<file path="config.mk">
export PLATFORM = sky130hd
export DESIGN_NAME = hdfc_top
export DESIGN_NICKNAME = d
export VERILOG_FILES = /design/src/hdfc_pkg.sv /design/src/hdfc_top.sv /design/src/hdfc_fifo.sv /design/src/hdfc_fill.sv
export VERILOG_INCLUDE_DIRS = /design/src
export SDC_FILE = /design/constraint.sdc
export NUM_CORES = 2
export LEC_CHECK = 0
export BUFFER_PORTS_ARGS = -buffer_cell sky130_fd_sc_hd__buf_2
export CAP_MARGIN = 20
export CELL_PAD_IN_SITES_DETAIL_PLACEMENT = 2
export CELL_PAD_IN_SITES_GLOBAL_PLACEMENT = 2
export CORE_MARGIN = 8
export CORE_UTILIZATION = 46
export CTS_CLUSTER_SIZE = 20
export DETAILED_ROUTE_END_ITERATION = 7
export GPL_ROUTABILITY_DRIVEN = 1
export PLACE_DENSITY_LB_ADDON = 0.2
export SYNTH_ARGS = -nofsm -noshare
export SYNTH_HDL_FRONTEND = slang
export SYNTH_SLANG_ARGS = --single-unit
</file>
<file path="constraint.sdc">
create_clock -name clk_i -period 1.45 [get_ports clk_i]
set_input_delay 0.29 -clock clk_i [delete_from_list [all_inputs] [get_ports clk_i]]
set_output_delay 0.29 -clock clk_i [all_outputs]
set_load 0.1 [all_outputs]
</file>
<file path="src/hdfc_defines.svh">
`ifndef HDFC_DEFINES_SVH
`define HDFC_DEFINES_SVH

// Register addresses
`define HDFC_ADDR_TX_FIFO       8'h10
`define HDFC_ADDR_RX_FIFO       8'h11
`define HDFC_ADDR_CTRL_FIRST    8'h13
`define HDFC_ADDR_STATUS        8'h14
`define HDFC_ADDR_CTRL_SECOND   8'h15

// First control register tag bits
`define HDFC_C1_PACKET_END      4
`define HDFC_C1_FRAME_ABANDON   3

// Second control register bits
`define HDFC_C2_INTSEL          7
`define HDFC_C2_CYCLE           6
`define HDFC_C2_CRC_INHIBIT     5
`define HDFC_C2_SHORT_ADDR      4
`define HDFC_C2_RSV_HI          3
`define HDFC_C2_RSV_LO          2
`define HDFC_C2_RX_FIFO_RESET   1
`define HDFC_C2_TX_FIFO_RESET   0
`define HDFC_C2_RESET           8'h00

// Status register fields
`define HDFC_ST_RX_TAG_HI       5
`define HDFC_ST_RX_TAG_LO       4
`define HDFC_ST_TX_FILL_HI      3
`define HDFC_ST_TX_FILL_LO      2
`define HDFC_ST_RX_FILL_HI      1
`define HDFC_ST_RX_FILL_LO      0

// Receive byte tags
`define HDFC_TAG_BODY           2'h0
`define HDFC_TAG_FIRST          2'h1
`define HDFC_TAG_GOOD_LAST      2'h2
`define HDFC_TAG_BAD_LAST       2'h3

// Transmit fill codes
`define HDFC_TX_AT_STATUS       2'h0
`define HDFC_TX_AT_THRESH       2'h1
`define HDFC_TX_EMPTY           2'h2
`define HDFC_TX_BELOW_THRESH    2'h3

// Receive fill codes
`define HDFC_RX_EMPTY           2'h0
`define HDFC_RX_BELOW_THRESH    2'h1
`define HDFC_RX_AT_STATUS       2'h2
`define HDFC_RX_AT_THRESH       2'h3

// Sizes and default levels
`define HDFC_FIFO_DEPTH         128
`define HDFC_STATUS_LEVEL       96
`define HDFC_INT_LEVEL          32
`define HDFC_READ_NONE          8'h00

`endif

</file>
<file path="src/hdfc_pkg.sv">
package hdfc_pkg;

   typedef struct packed {
      logic       rst_meta;
      logic       rst_sync;
      logic [7:0] ctrl_second;
      logic       packet_end_tag;
      logic       frame_abandon;
      logic       rx_hold;
      logic [7:0] rdata;
      logic [7:0] tx_byte;
      logic       tx_end;
      logic       tx_abandon;
      logic       tx_fcs;
      logic       tx_valid;
      logic       tx_underrun;
      logic       bit2_evt;
   } hdfc_top_s;

endpackage

</file>
<file path="src/hdfc_top.sv">
// What this block does
// - The status register shows the tag of the next receive byte, 00 body, 01 first, 10 last of a good packet.
// - Tag 11 means the next receive byte is the last byte of a packet received in error.
// - The transmit fill code reads 00 at status level, 01 at threshold, 10 empty, 11 below threshold.
// - The receive fill code reads 00 empty, 01 below threshold, 10 at status level, 11 at threshold.
// - Interrupt bit 2 follows transmit underrun when the select bit is one, else receive frame abort.
// - With the cycle bit set the transmit byte counter cycles through its loaded count repeatedly.
// - With the CRC-inhibit bit set no frame check sequence follows a byte tagged as end of packet.
// - The host may tag the next transmit byte as end of packet, the tag clears after that write.
// - With the short-address bit set the receiver matches seven address bits with bit 0 of the byte at one.
// - Receive FIFO reset marks the FIFO empty and holds the receiver off until the next flag, data kept.
// - Transmit FIFO reset marks the FIFO empty, data kept, and the bit clears on the next FIFO write.
`timescale 1ns/1ps
`include "hdfc_defines.svh"

module hdfc_top #(
   parameter int unsigned DEPTH           = `HDFC_FIFO_DEPTH,
   parameter int unsigned TX_STATUS_LEVEL = `HDFC_STATUS_LEVEL,
   parameter int unsigned TX_INT_LEVEL    = `HDFC_INT_LEVEL,
   parameter int unsigned RX_STATUS_LEVEL = `HDFC_STATUS_LEVEL,
   parameter int unsigned RX_INT_LEVEL    = `HDFC_INT_LEVEL
) (
   // Clock and reset
   input  wire logic       clk_i,
   input  wire logic       rst_n_i,
   // Host register port
   input  wire logic       cs_i,
   input  wire logic       wr_i,
   input  wire logic       rd_i,
   input  wire logic [7:0] addr_i,
   input  wire logic [7:0] wdata_i,
   output logic      [7:0] rdata_o,
   // Transmitter side
   input  wire logic       tx_pull_i,
   output logic            tx_valid_o,
   output logic      [7:0] tx_byte_o,
   output logic            tx_end_o,
   output logic            tx_abandon_o,
   output logic            tx_fcs_append_o,
   output logic            tx_underrun_o,
   output logic            tx_count_cycle_o,
   // Receiver side
   input  wire logic       rx_push_i,
   input  wire logic [7:0] rx_byte_i,
   input  wire logic [1:0] rx_tag_i,
   input  wire logic       rx_flag_i,
   input  wire logic       rx_abort_i,
   output logic            rx_enable_o,
   output logic            rx_short_addr_o,
   // Interrupt register bit 2 source
   output logic            int_bit2_evt_o
);

   localparam int unsigned AW = $clog2(DEPTH);

   hdfc_pkg::hdfc_top_s s;
   hdfc_pkg::hdfc_top_s next_s;
   logic                rst_n;

   // Bus decode
   logic       host_wr;
   logic       host_rd;
   logic       wr_tx_fifo;
   logic       wr_ctrl_first;
   logic       wr_ctrl_second;
   logic       rd_rx_fifo;

   // Transmit FIFO
   logic [9:0] tx_head;
   logic [AW:0] tx_count;
   logic       tx_empty;
   logic       tx_full;
   logic       tx_push;
   logic       tx_pop;
   logic       tx_flush;
   logic [1:0] tx_fill;

   // Receive FIFO
   logic [9:0] rx_head;
   logic [AW:0] rx_count;
   logic       rx_empty;
   logic       rx_full;
   logic       rx_push;
   logic       rx_pop;
   logic       rx_flush;
   logic [1:0] rx_fill;
   logic [1:0] rx_next_tag;
   logic [7:0] status_word;

   // Reset released through two flops kept in the state struct
   assign rst_n = s.rst_sync;

   assign host_wr        = cs_i && wr_i;
   assign host_rd        = cs_i && rd_i && !wr_i;
   assign wr_tx_fifo     = host_wr && (addr_i == `HDFC_ADDR_TX_FIFO);
   assign wr_ctrl_first  = host_wr && (addr_i == `HDFC_ADDR_CTRL_FIRST);
   assign wr_ctrl_second = host_wr && (addr_i == `HDFC_ADDR_CTRL_SECOND);
   assign rd_rx_fifo     = host_rd && (addr_i == `HDFC_ADDR_RX_FIFO);

   // Writes to a full FIFO are dropped inside the FIFO
   assign tx_push  = wr_tx_fifo;
   assign tx_pop   = tx_pull_i;
   assign tx_flush = wr_ctrl_second && wdata_i[`HDFC_C2_TX_FIFO_RESET];

   // Receiver drops bytes while held off after a FIFO reset
   assign rx_push  = rx_push_i && !s.rx_hold;
   assign rx_pop   = rd_rx_fifo;
   assign rx_flush = wr_ctrl_second && wdata_i[`HDFC_C2_RX_FIFO_RESET];

   hdfc_fifo #(
      .WIDTH (10),
      .DEPTH (DEPTH),
      .AW    (AW)
   ) u_tx_fifo (
      .clk_i       (clk_i),
      .rst_n_i     (rst_n),
      .push_i      (tx_push),
      .push_data_i ({s.packet_end_tag, s.frame_abandon, wdata_i}),
      .pop_i       (tx_pop),
      .flush_i     (tx_flush),
      .head_o      (tx_head),
      .count_o     (tx_count),
      .empty_o     (tx_empty),
      .full_o      (tx_full)
   );

   hdfc_fifo #(
      .WIDTH (10),
      .DEPTH (DEPTH),
      .AW    (AW)
   ) u_rx_fifo (
      .clk_i       (clk_i),
      .rst_n_i     (rst_n),
      .push_i      (rx_push),
      .push_data_i ({rx_tag_i, rx_byte_i}),
      .pop_i       (rx_pop),
      .flush_i     (rx_flush),
      .head_o      (rx_head),
      .count_o     (rx_count),
      .empty_o     (rx_empty),
      .full_o      (rx_full)
   );

   hdfc_fill #(
      .CW           (AW + 1),
      .STATUS_LEVEL (TX_STATUS_LEVEL),
      .INT_LEVEL    (TX_INT_LEVEL),
      .IS_TX        (1'b1)
   ) u_tx_fill (
      .count_i (tx_count),
      .empty_i (tx_empty),
      .code_o  (tx_fill)
   );

   hdfc_fill #(
      .CW           (AW + 1),
      .STATUS_LEVEL (RX_STATUS_LEVEL),
      .INT_LEVEL    (RX_INT_LEVEL),
      .IS_TX        (1'b0)
   ) u_rx_fill (
      .count_i (rx_count),
      .empty_i (rx_empty),
      .code_o  (rx_fill)
   );

   // Empty FIFO has no next byte, so its tag reads as body
   assign rx_next_tag = rx_empty ? `HDFC_TAG_BODY : rx_head[9:8];

   // Built purely from live state; reading it changes nothing
   always_comb begin
      status_word = `HDFC_READ_NONE;
      status_word[`HDFC_ST_RX_TAG_HI:`HDFC_ST_RX_TAG_LO]   = rx_next_tag;
      status_word[`HDFC_ST_TX_FILL_HI:`HDFC_ST_TX_FILL_LO] = tx_fill;
      status_word[`HDFC_ST_RX_FILL_HI:`HDFC_ST_RX_FILL_LO] = rx_fill;
   end

   always_comb begin
      next_s          = s;
      next_s.tx_valid = 1'b0;
      next_s.tx_underrun = 1'b0;

      // Read data, registered; unmapped addresses read zero
      if (host_rd) begin
         unique case (addr_i)
            `HDFC_ADDR_STATUS: begin
               next_s.rdata = status_word;
            end
            `HDFC_ADDR_CTRL_SECOND: begin
               next_s.rdata = s.ctrl_second;
            end
            `HDFC_ADDR_CTRL_FIRST: begin
               next_s.rdata = `HDFC_READ_NONE;
               next_s.rdata[`HDFC_C1_PACKET_END]    = s.packet_end_tag;
               next_s.rdata[`HDFC_C1_FRAME_ABANDON] = s.frame_abandon;
            end
            `HDFC_ADDR_RX_FIFO: begin
               next_s.rdata = rx_empty ? `HDFC_READ_NONE : rx_head[7:0];
            end
            default: begin
               next_s.rdata = `HDFC_READ_NONE;
            end
         endcase
      end

      // Tags apply to the next byte and clear after it is written
      if (wr_ctrl_first) begin
         next_s.packet_end_tag = wdata_i[`HDFC_C1_PACKET_END];
         next_s.frame_abandon  = wdata_i[`HDFC_C1_FRAME_ABANDON];
      end else if (wr_tx_fifo) begin
         next_s.packet_end_tag = 1'b0;
         next_s.frame_abandon  = 1'b0;
      end

      // Reserved bits are stored as written; host keeps them zero
      if (wr_ctrl_second) begin
         next_s.ctrl_second = wdata_i;
      end else if (wr_tx_fifo) begin
         next_s.ctrl_second[`HDFC_C2_TX_FIFO_RESET] = 1'b0;
      end

      // Set by the reset write wins over a flag in the same cycle
      if (rx_flush) begin
         next_s.rx_hold = 1'b1;
      end else if (rx_flag_i) begin
         next_s.rx_hold = 1'b0;
      end

      // Byte handed to the transmitter on its pull
      if (tx_pull_i) begin
         if (!tx_empty) begin
            next_s.tx_valid   = 1'b1;
            next_s.tx_byte    = tx_head[7:0];
            next_s.tx_end     = tx_head[9];
            next_s.tx_abandon = tx_head[8];
            next_s.tx_fcs     = tx_head[9] && !s.ctrl_second[`HDFC_C2_CRC_INHIBIT];
         end else begin
            next_s.tx_underrun = 1'b1;
         end
      end

      // Shared interrupt bit 2 source
      next_s.bit2_evt = s.ctrl_second[`HDFC_C2_INTSEL] ?
                        (tx_pull_i && tx_empty) : rx_abort_i;

      // Other state held at reset until the release has passed both flops
      if (!s.rst_sync) begin
         next_s = '0;
      end
      next_s.rst_meta = 1'b1;
      next_s.rst_sync = s.rst_meta;
   end

   always_ff @(posedge clk_i or negedge rst_n_i) begin
      if (!rst_n_i) begin
         s.rst_meta       <= 1'b0;
         s.rst_sync       <= 1'b0;
         s.ctrl_second    <= `HDFC_C2_RESET;
         s.packet_end_tag <= 1'b0;
         s.frame_abandon  <= 1'b0;
         s.rx_hold        <= 1'b0;
         s.rdata          <= `HDFC_READ_NONE;
         s.tx_byte        <= `HDFC_READ_NONE;
         s.tx_end         <= 1'b0;
         s.tx_abandon     <= 1'b0;
         s.tx_fcs         <= 1'b0;
         s.tx_valid       <= 1'b0;
         s.tx_underrun    <= 1'b0;
         s.bit2_evt       <= 1'b0;
      end else begin
         s.ctrl_second    <= next_s.ctrl_second;
         s.packet_end_tag <= next_s.packet_end_tag;
         s.frame_abandon  <= next_s.frame_abandon;
         s.rx_hold        <= next_s.rx_hold;
         s.rdata          <= next_s.rdata;
         s.tx_byte        <= next_s.tx_byte;
         s.tx_end         <= next_s.tx_end;
         s.tx_abandon     <= next_s.tx_abandon;
         s.tx_fcs         <= next_s.tx_fcs;
         s.tx_valid       <= next_s.tx_valid;
         s.tx_underrun    <= next_s.tx_underrun;
         s.bit2_evt       <= next_s.bit2_evt;
         s.rst_meta       <= next_s.rst_meta;
         s.rst_sync       <= next_s.rst_sync;
      end
   end

   assign rdata_o          = s.rdata;
   assign tx_valid_o       = s.tx_valid;
   assign tx_byte_o        = s.tx_byte;
   assign tx_end_o         = s.tx_end;
   assign tx_abandon_o     = s.tx_abandon;
   assign tx_fcs_append_o  = s.tx_fcs;
   assign tx_underrun_o    = s.tx_underrun;
   // Byte counter itself lives in the transmitter
   assign tx_count_cycle_o = s.ctrl_second[`HDFC_C2_CYCLE];
   assign rx_enable_o      = !s.rx_hold;
   // Address matcher lives in the receiver; it sees bit 0 rule when set
   assign rx_short_addr_o  = s.ctrl_second[`HDFC_C2_SHORT_ADDR];
   assign int_bit2_evt_o   = s.bit2_evt;

endmodule // hdfc_top

</file>
<file path="src/hdfc_fifo.sv">
`timescale 1ns/1ps
`include "hdfc_defines.svh"

module hdfc_fifo #(
   parameter int unsigned WIDTH = 10,
   parameter int unsigned DEPTH = `HDFC_FIFO_DEPTH,
   parameter int unsigned AW    = $clog2(DEPTH)
) (
   // Clock and reset
   input  wire logic             clk_i,
   input  wire logic             rst_n_i,
   // Fill side
   input  wire logic             push_i,
   input  wire logic [WIDTH-1:0] push_data_i,
   // Drain side
   input  wire logic             pop_i,
   input  wire logic             flush_i,
   output logic      [WIDTH-1:0] head_o,
   // Fill state
   output logic      [AW:0]      count_o,
   output logic                  empty_o,
   output logic                  full_o
);

   typedef struct packed {
      logic [AW-1:0] wr;
      logic [AW-1:0] rd;
      logic [AW:0]   cnt;
   } hdfc_ptr_s;

   hdfc_ptr_s        s;
   hdfc_ptr_s        next_s;
   logic [WIDTH-1:0] mem [DEPTH];
   logic             do_push;
   logic             do_pop;

   assign empty_o = (s.cnt == '0);
   assign full_o  = (s.cnt == (AW+1)'(DEPTH));
   assign count_o = s.cnt;
   assign head_o  = mem[s.rd];
   // Flush moves pointers only; stored bytes stay as they were
   assign do_push = push_i && !full_o && !flush_i;
   assign do_pop  = pop_i && !empty_o && !flush_i;

   always_comb begin
      next_s = s;
      if (flush_i) begin
         next_s.rd  = s.wr;
         next_s.cnt = '0;
      end else begin
         if (do_push) begin
            next_s.wr = (s.wr == AW'(DEPTH-1)) ? '0 : s.wr + 1'b1;
         end
         if (do_pop) begin
            next_s.rd = (s.rd == AW'(DEPTH-1)) ? '0 : s.rd + 1'b1;
         end
         next_s.cnt = s.cnt + (AW+1)'(do_push) - (AW+1)'(do_pop);
      end
   end

   always_ff @(posedge clk_i or negedge rst_n_i) begin
      if (!rst_n_i) begin
         s <= '0;
      end else begin
         s <= next_s;
      end
   end

   always_ff @(posedge clk_i) begin
      if (do_push) begin
         mem[s.wr] <= push_data_i;
      end
   end

endmodule // hdfc_fifo

</file>
<file path="src/hdfc_fill.sv">
`timescale 1ns/1ps
`include "hdfc_defines.svh"

module hdfc_fill #(
   parameter int unsigned CW           = 8,
   parameter int unsigned STATUS_LEVEL = `HDFC_STATUS_LEVEL,
   parameter int unsigned INT_LEVEL    = `HDFC_INT_LEVEL,
   parameter bit          IS_TX        = 1'b1
) (
   // Fill state in
   input  wire logic [CW-1:0] count_i,
   input  wire logic          empty_i,
   // Two-bit fill code out
   output logic      [1:0]    code_o
);

   logic at_status;
   logic at_thresh;

   assign at_status = (count_i >= CW'(STATUS_LEVEL));
   assign at_thresh = (count_i >= CW'(INT_LEVEL));

   // Empty checked first so a zero threshold still reads empty
   always_comb begin
      if (IS_TX) begin
         if (empty_i) begin
            code_o = `HDFC_TX_EMPTY;
         end else if (at_status) begin
            code_o = `HDFC_TX_AT_STATUS;
         end else if (at_thresh) begin
            code_o = `HDFC_TX_AT_THRESH;
         end else begin
            code_o = `HDFC_TX_BELOW_THRESH;
         end
      end else begin
         if (empty_i) begin
            code_o = `HDFC_RX_EMPTY;
         end else if (at_status) begin
            code_o = `HDFC_RX_AT_STATUS;
         end else if (at_thresh) begin
            code_o = `HDFC_RX_AT_THRESH;
         end else begin
            code_o = `HDFC_RX_BELOW_THRESH;
         end
      end
   end

endmodule // hdfc_fill

</file>
* Word-level counts from Yosys, hierarchy flattened
Memories as Yosys holds them, arrays and structs flattened. Index checks and enable logic that the tools add are counted. Widths: inputs -> output; s select.
Word-level totals: output and inout bits 25, RAM bits 2560, register bits 79, memories kept 2, input bits 35
Cells by class: bitwise gates (word level) 2, mux-type cells 34, add/sub/neg operators 8, reductions and logical operators 36, magnitude comparators 4, equal/unequal tests 18
Memory list:
- u_rx_fifo.mem | words 128, width 10, rd ports 1, clocked after Yosys merged registers in 0, wr ports 1, RTL line hdfc_fifo.sv:33 | logic [WIDTH-1:0] mem [DEPTH];
- u_tx_fifo.mem | words 128, width 10, rd ports 1, clocked after Yosys merged registers in 0, wr ports 1, RTL line hdfc_fifo.sv:33
Operators with widths (count):
- $mux 7 | 7
- $eq 8x5->1 const B | 5
- $mux 33 | 1
- $pmux 8 s4 | 1
- $mux 15 | 2
- $add 7x1->7 const B | 4
- $eq 7x7->1 const B | 4
- $logic_and 1x1->1 | 20
- $mux 2 | 9
- $add 8x1->8 | 2
- $eq 8x8->1 const B | 2
- $ge 8x6->1 const B | 2
- $ge 8x7->1 const B | 2
- $logic_not 8->1 | 2
- $mux 8 | 2
- $sub 8x1->8 | 2
- $mux 13 | 1
- $mux 12 | 1
- $mux 1 | 10
- $logic_not 1->1 | 9
- $ne 3x1->1 const B | 2
- $reduce_and 2->1 | 3
- $ne 2x1->1 const B | 2
- $ne 2x2->1 const B | 2
- 3 further kinds | 5

* Longest topological paths before layout
depth in word-level cells 8, gate-level depth with buffers 19, gate-level depth less buffers 18

* Hierarchy
A second synthesis with hierarchy kept.
Unflattened totals: cell total of the unflattened synthesis 5254, area, all modules 103735.7 um^2
By module, submodules not included:
- hdfc_fifo at u_rx_fifo | cells each 2553, times used 1, seq. area each 38987.4 um^2, area each 50986.4 um^2
- hdfc_fifo at u_tx_fifo | cells each 2500, times used 1, seq. area each 38987.4 um^2, area each 50863.8 um^2
- hdfc_top | cells each 195, times used 1, seq. area each 875.8 um^2, area each 1845.5 um^2
- hdfc_fill at u_rx_fill | cells each 3, times used 1, seq. area each 0.0 um^2, area each 21.3 um^2
- hdfc_fill at u_tx_fill | cells each 3, times used 1, seq. area each 0.0 um^2, area each 18.8 um^2

* Worst setup path after synthesis
No wires, ideal clock.
path kind input-to-reg, from in addr_i[3], to reg u_tx_fifo.s, in the netlist u_tx_fifo.count_o[6], stages 16, setup slack -2056 ps, buffers on the path 0, arrival time 3375 ps, cells stage by stage nor4b_1 -> nor4b_1 -> nand3_1 -> nand2_1 -> inv_1 -> ha_1 -> inv_1 -> ha_1 -> fa_1 -> nor2b_1 -> o21a_1 -> o21ai_0 -> a21oi_1 -> nor2_1 -> xor2_1 -> nor2_1
RTL lines:
- from (decl) | RTL line hdfc_top.sv:30 | input wire logic [7:0] addr_i,
- to (signal assigned) | RTL line hdfc_fifo.sv:65 | s <= next_s;
- to (decl) | RTL line hdfc_fifo.sv:31 | hdfc_ptr_s s;

==> impl_metrics.yaml <==
timing:
  fin_crit_ns: 3.942
  fmax_mhz: 253.7
  maxSlewViolCount: 0
  hold_violations: 1
  finalCritPeriodShare: 2.719
  setup_slack_ns: -2.492
  maxSlewHeadroom: 0.05074
  clock_skew_ns: 0.1132
  holdWs_ns: -0.002025
  max_slew.worst_pin.slew_ns: 1.424
  setup_violations: 3008
  finalSetupTns_ns: -4844.75
  rsz0062_at_grt: "yes"
detailed_routing:
  firstDrtPassIters: 6
  wl_per_cell_um: 59.29
  vias: 72530
  initialDrtViolationCount: 15050
  drcViolationCount: 0
  ant_nets: 0
  vias_per_cell: 7.784
  wirelength_um: 552500
critical_path:
  worstPathArrival_ns: 4.78
  worstPathMaxFanout: 2
  cp.required_ns: 2.29
  endpoint_kind: "flop"
  setup.worst_path.start_class: "flop"
  critPathKind: "flop to flop"
outcome:
  violations: "hold timing, setup timing"
  status: "finished with violations"
floorplanning:
  io_pins: 60
  core-area_mm2: 0.2225
  rows: 173
  chipHeight_um: 489.2
  die-area_mm2: 0.2393
  start_util: 0.4628
  die_w_um: 489.2
power:
  sw_frac_of_total: 0.3314
  power_leakage_uw: 0.04282
  ir_worst_vdd_uv: 1177
  p_comb_frac: 0.227
  power.total_uw: 217600
  internal-power_uw: 145500
  clock_power_share: 0.377
  seqPwrFrac: 0.396
  p_switching_uw: 72130
  powerDensity_mw_per_mm2: 1659
placed_design:
  post-dp-hpwl_um: 242400
  place_ws_ns: -2.146
  io_buffer_count: 59
  place.gp.congestion: 0.8447
hold_path:
  hp-class: "input pin to flop"
yosys:
  synth_seq_area_share: 0.7657
  syn_avg_cell_area_um2: 21.89
  ys_ff_latch: 2639
  syn-cell-area_mm2: 0.1030
  ys.flop_type: "edfxtp_1"
  synth_top_area_share: 0.7465
  postSynthCellCount: 4704
  synthArstFlopShare: 0.02994
  ys_warn_count: 0
  synth_top_area_cell: "edfxtp_1"
  synth_edf_count: 2560
  synth_area_leaders: "edfxtp_1, mux4_2, dfrtp_1, nor2_1, mux2i_1"
  synth.distinct_cells: 70
  synth_nets: 4777
global_route:
  use_met3: 0.09508
  use_met2: 0.6162
  grt_pass1_vias: 66670
  grt_busiest_layer: "met2"
  grt_max_degree: 130
  antenna_found_initial: 22
  grt.total_usage: 0.3808
  overflow: 0
  met1_usage: 0.4693
  grt_pass1_wl_um: 621700
clocking:
  cts.clk_slew.worst_paths_ns: 0.07
  clk_path_buf_depth: 4
  htree_levels: 5
  cts_buffers: 296
  cts_sinks: 2639
  cts_tree: "yes"
  clock-root-buffer: "clkbuf_16"
  clock_latency_ns: 1.04
cells_and_area:
  drive_gt1_frac: 0.4473
  final_common_cell: "edfxtp_1"
  syn2layout_area_growth_pct: 27.40
  nFillCells: 17720
  final_cell_mix: "edfxtp_1, buf_4, mux4_2, clkbuf_16, buf_12"
  nets: 6173
run:
  cap_violations: 0
-- metrics by stage --
| stage | std cells | hold WS (ns) | util | area [um^2] |
|---|---|---|---|---|
| global placement | 8526 | 0.2820 | 0.5255 | 116900 |
| finish | 9318 | -0.002025 | 0.5896 | 131200 |
| floorplan | 4704 | -0.005591 | - | 103600 |
| detailed placement | 8526 | 0.2859 | 0.5255 | 116900 |
| CTS | 9125 | -0.007103 | 0.5758 | 128100 |
| global route | 9295 | -0.005033 | 0.5894 | 131200 |
-- cell usage after synthesis (5+ instances only) --
cell,number
edfxtp_1,2560
mux4_2,741
nor2_1,319
clkbuf_1,109
nand2_1,109
dfrtp_1,79
buf_2,76
a22oi_1,74
a21oi_1,65
mux2i_1,57
nor2b_1,45
o21ai_0,42
buf_4,41
inv_1,37
ha_1,36
buf_1,28
nand3_1,28
o22ai_1,23
and2_1,19
nor3_1,15
xnor2_1,14
a211oi_1,13
nand2b_1,13
nand4_1,11
a31oi_1,10
nor4_1,10
a22o_1,9
a221oi_1,8
a21boi_0,7
buf_6,7
mux2_2,7
nand3b_1,5
xor2_1,5
-- power groups by stage --
stage / clock, uW / combinational, uW / sequential (uW)
final: 82100 / 49300 / 86200
after floorplan: 0 / 17200 / 86700
after detailed placement: 0 / 34900 / 87300
after CTS: 75500 / 39200 / 85800
after global routing: 82800 / 48300 / 86000
after global placement: 0 / 32800 / 87100
-- layout make-up --
cell class	count	area (um^2)	share of cell area
Clock buffer	380	8035	0.06124
Clock inverter	131	992.2	0.007562
Timing Repair Buffer	1359	14430	0.1100
Multi-Input combinational cell	1765	24910	0.1898
Inverter	39	153.9	0.001173
Antenna cell	30	75.07	0.0005722
Sequential cell	2639	78890	0.6013
Tap cell	2975	3722	0.02837
-- critical path, stage by stage, from the launching register on --
cell and delay [ns]:
dfrtp_1 0.49, inv_1 0.24, ha_1 0.41, and2_4 0.25, nor2b_4 0.06, nand2_4 0.10, inv_4 0.05, ha_4 0.28
inv_4 0.04, ha_4 0.17, buf_6 0.12, a21oi_4 0.20, o21bai_4 0.10, a21o_1 0.25, a21oi_2 0.23, o21bai_1 0.18
a21oi_2 0.23, mux2i_1 0.41
-- worst paths after layout --
kind	slack [ns]	endpoint	startpoint	cells past startpoint
hold / removal	-0.002	u_tx_fifo.s[9]	wdata_i[0]	4
min in group asynchronous	0.53	u_rx_fifo.count_o[4]	rst_n	1
setup / recovery	-2.49	u_tx_fifo.count_o[7]	u_tx_fifo.count_o[7]	17
setup reg to reg	-2.49	u_tx_fifo.count_o[7]	u_tx_fifo.count_o[7]	17
max in group asynchronous	-0.36	s[23]	rst_n_i	3
hold reg to reg	0.44	rst_n	next_s[33]	0
-- state kept, by name, indices dropped and copies added, names as in the netlist, 8 cells and up --
register	flops
u_rx_fifo.mem	1280
u_tx_fifo.mem	1280
u_rx_fifo.s	14
u_tx_fifo.s	14
s	9
rdata_o	8
tx_byte_o	8
u_rx_fifo.count_o	8
u_tx_fifo.count_o	8
-- cells by family after synthesis --
kind of cell,share of synthesized area
flip-flops,0.7657
adder cells (fa/ha/maj),0.004763
multiplexers,0.1684
XOR/XNOR,0.001616
AND/OR/NAND/NOR,0.02638
other,0.00003641
AO/OA/AOI/OAI,0.01934
buffers and inverters,0.01386
-- per-layer routing --
| metal | vias to the layer above | share of wire |
|---|---|---|
| met3 | 3173 | 0.14 |
| met2 | 9263 | 0.44 |
| li1 | 22560 | - |
| met5 | - | 0.00066 |
| met1 | 37500 | 0.31 |
| met4 | 32 | 0.11 |
-- what timing repair did --
action / in CTS / in global routing
setup endpoints to repair: 2728 / 2785
gates resized for setup: 265 / 362
cloned: 11 / 22
pin swaps: 60 / 94
setup buffers: 56 / 164
hold buffers: 22 / 0
endpoints found under the hold margin: 1337 / 0
(Power assumes the default switching activity.)
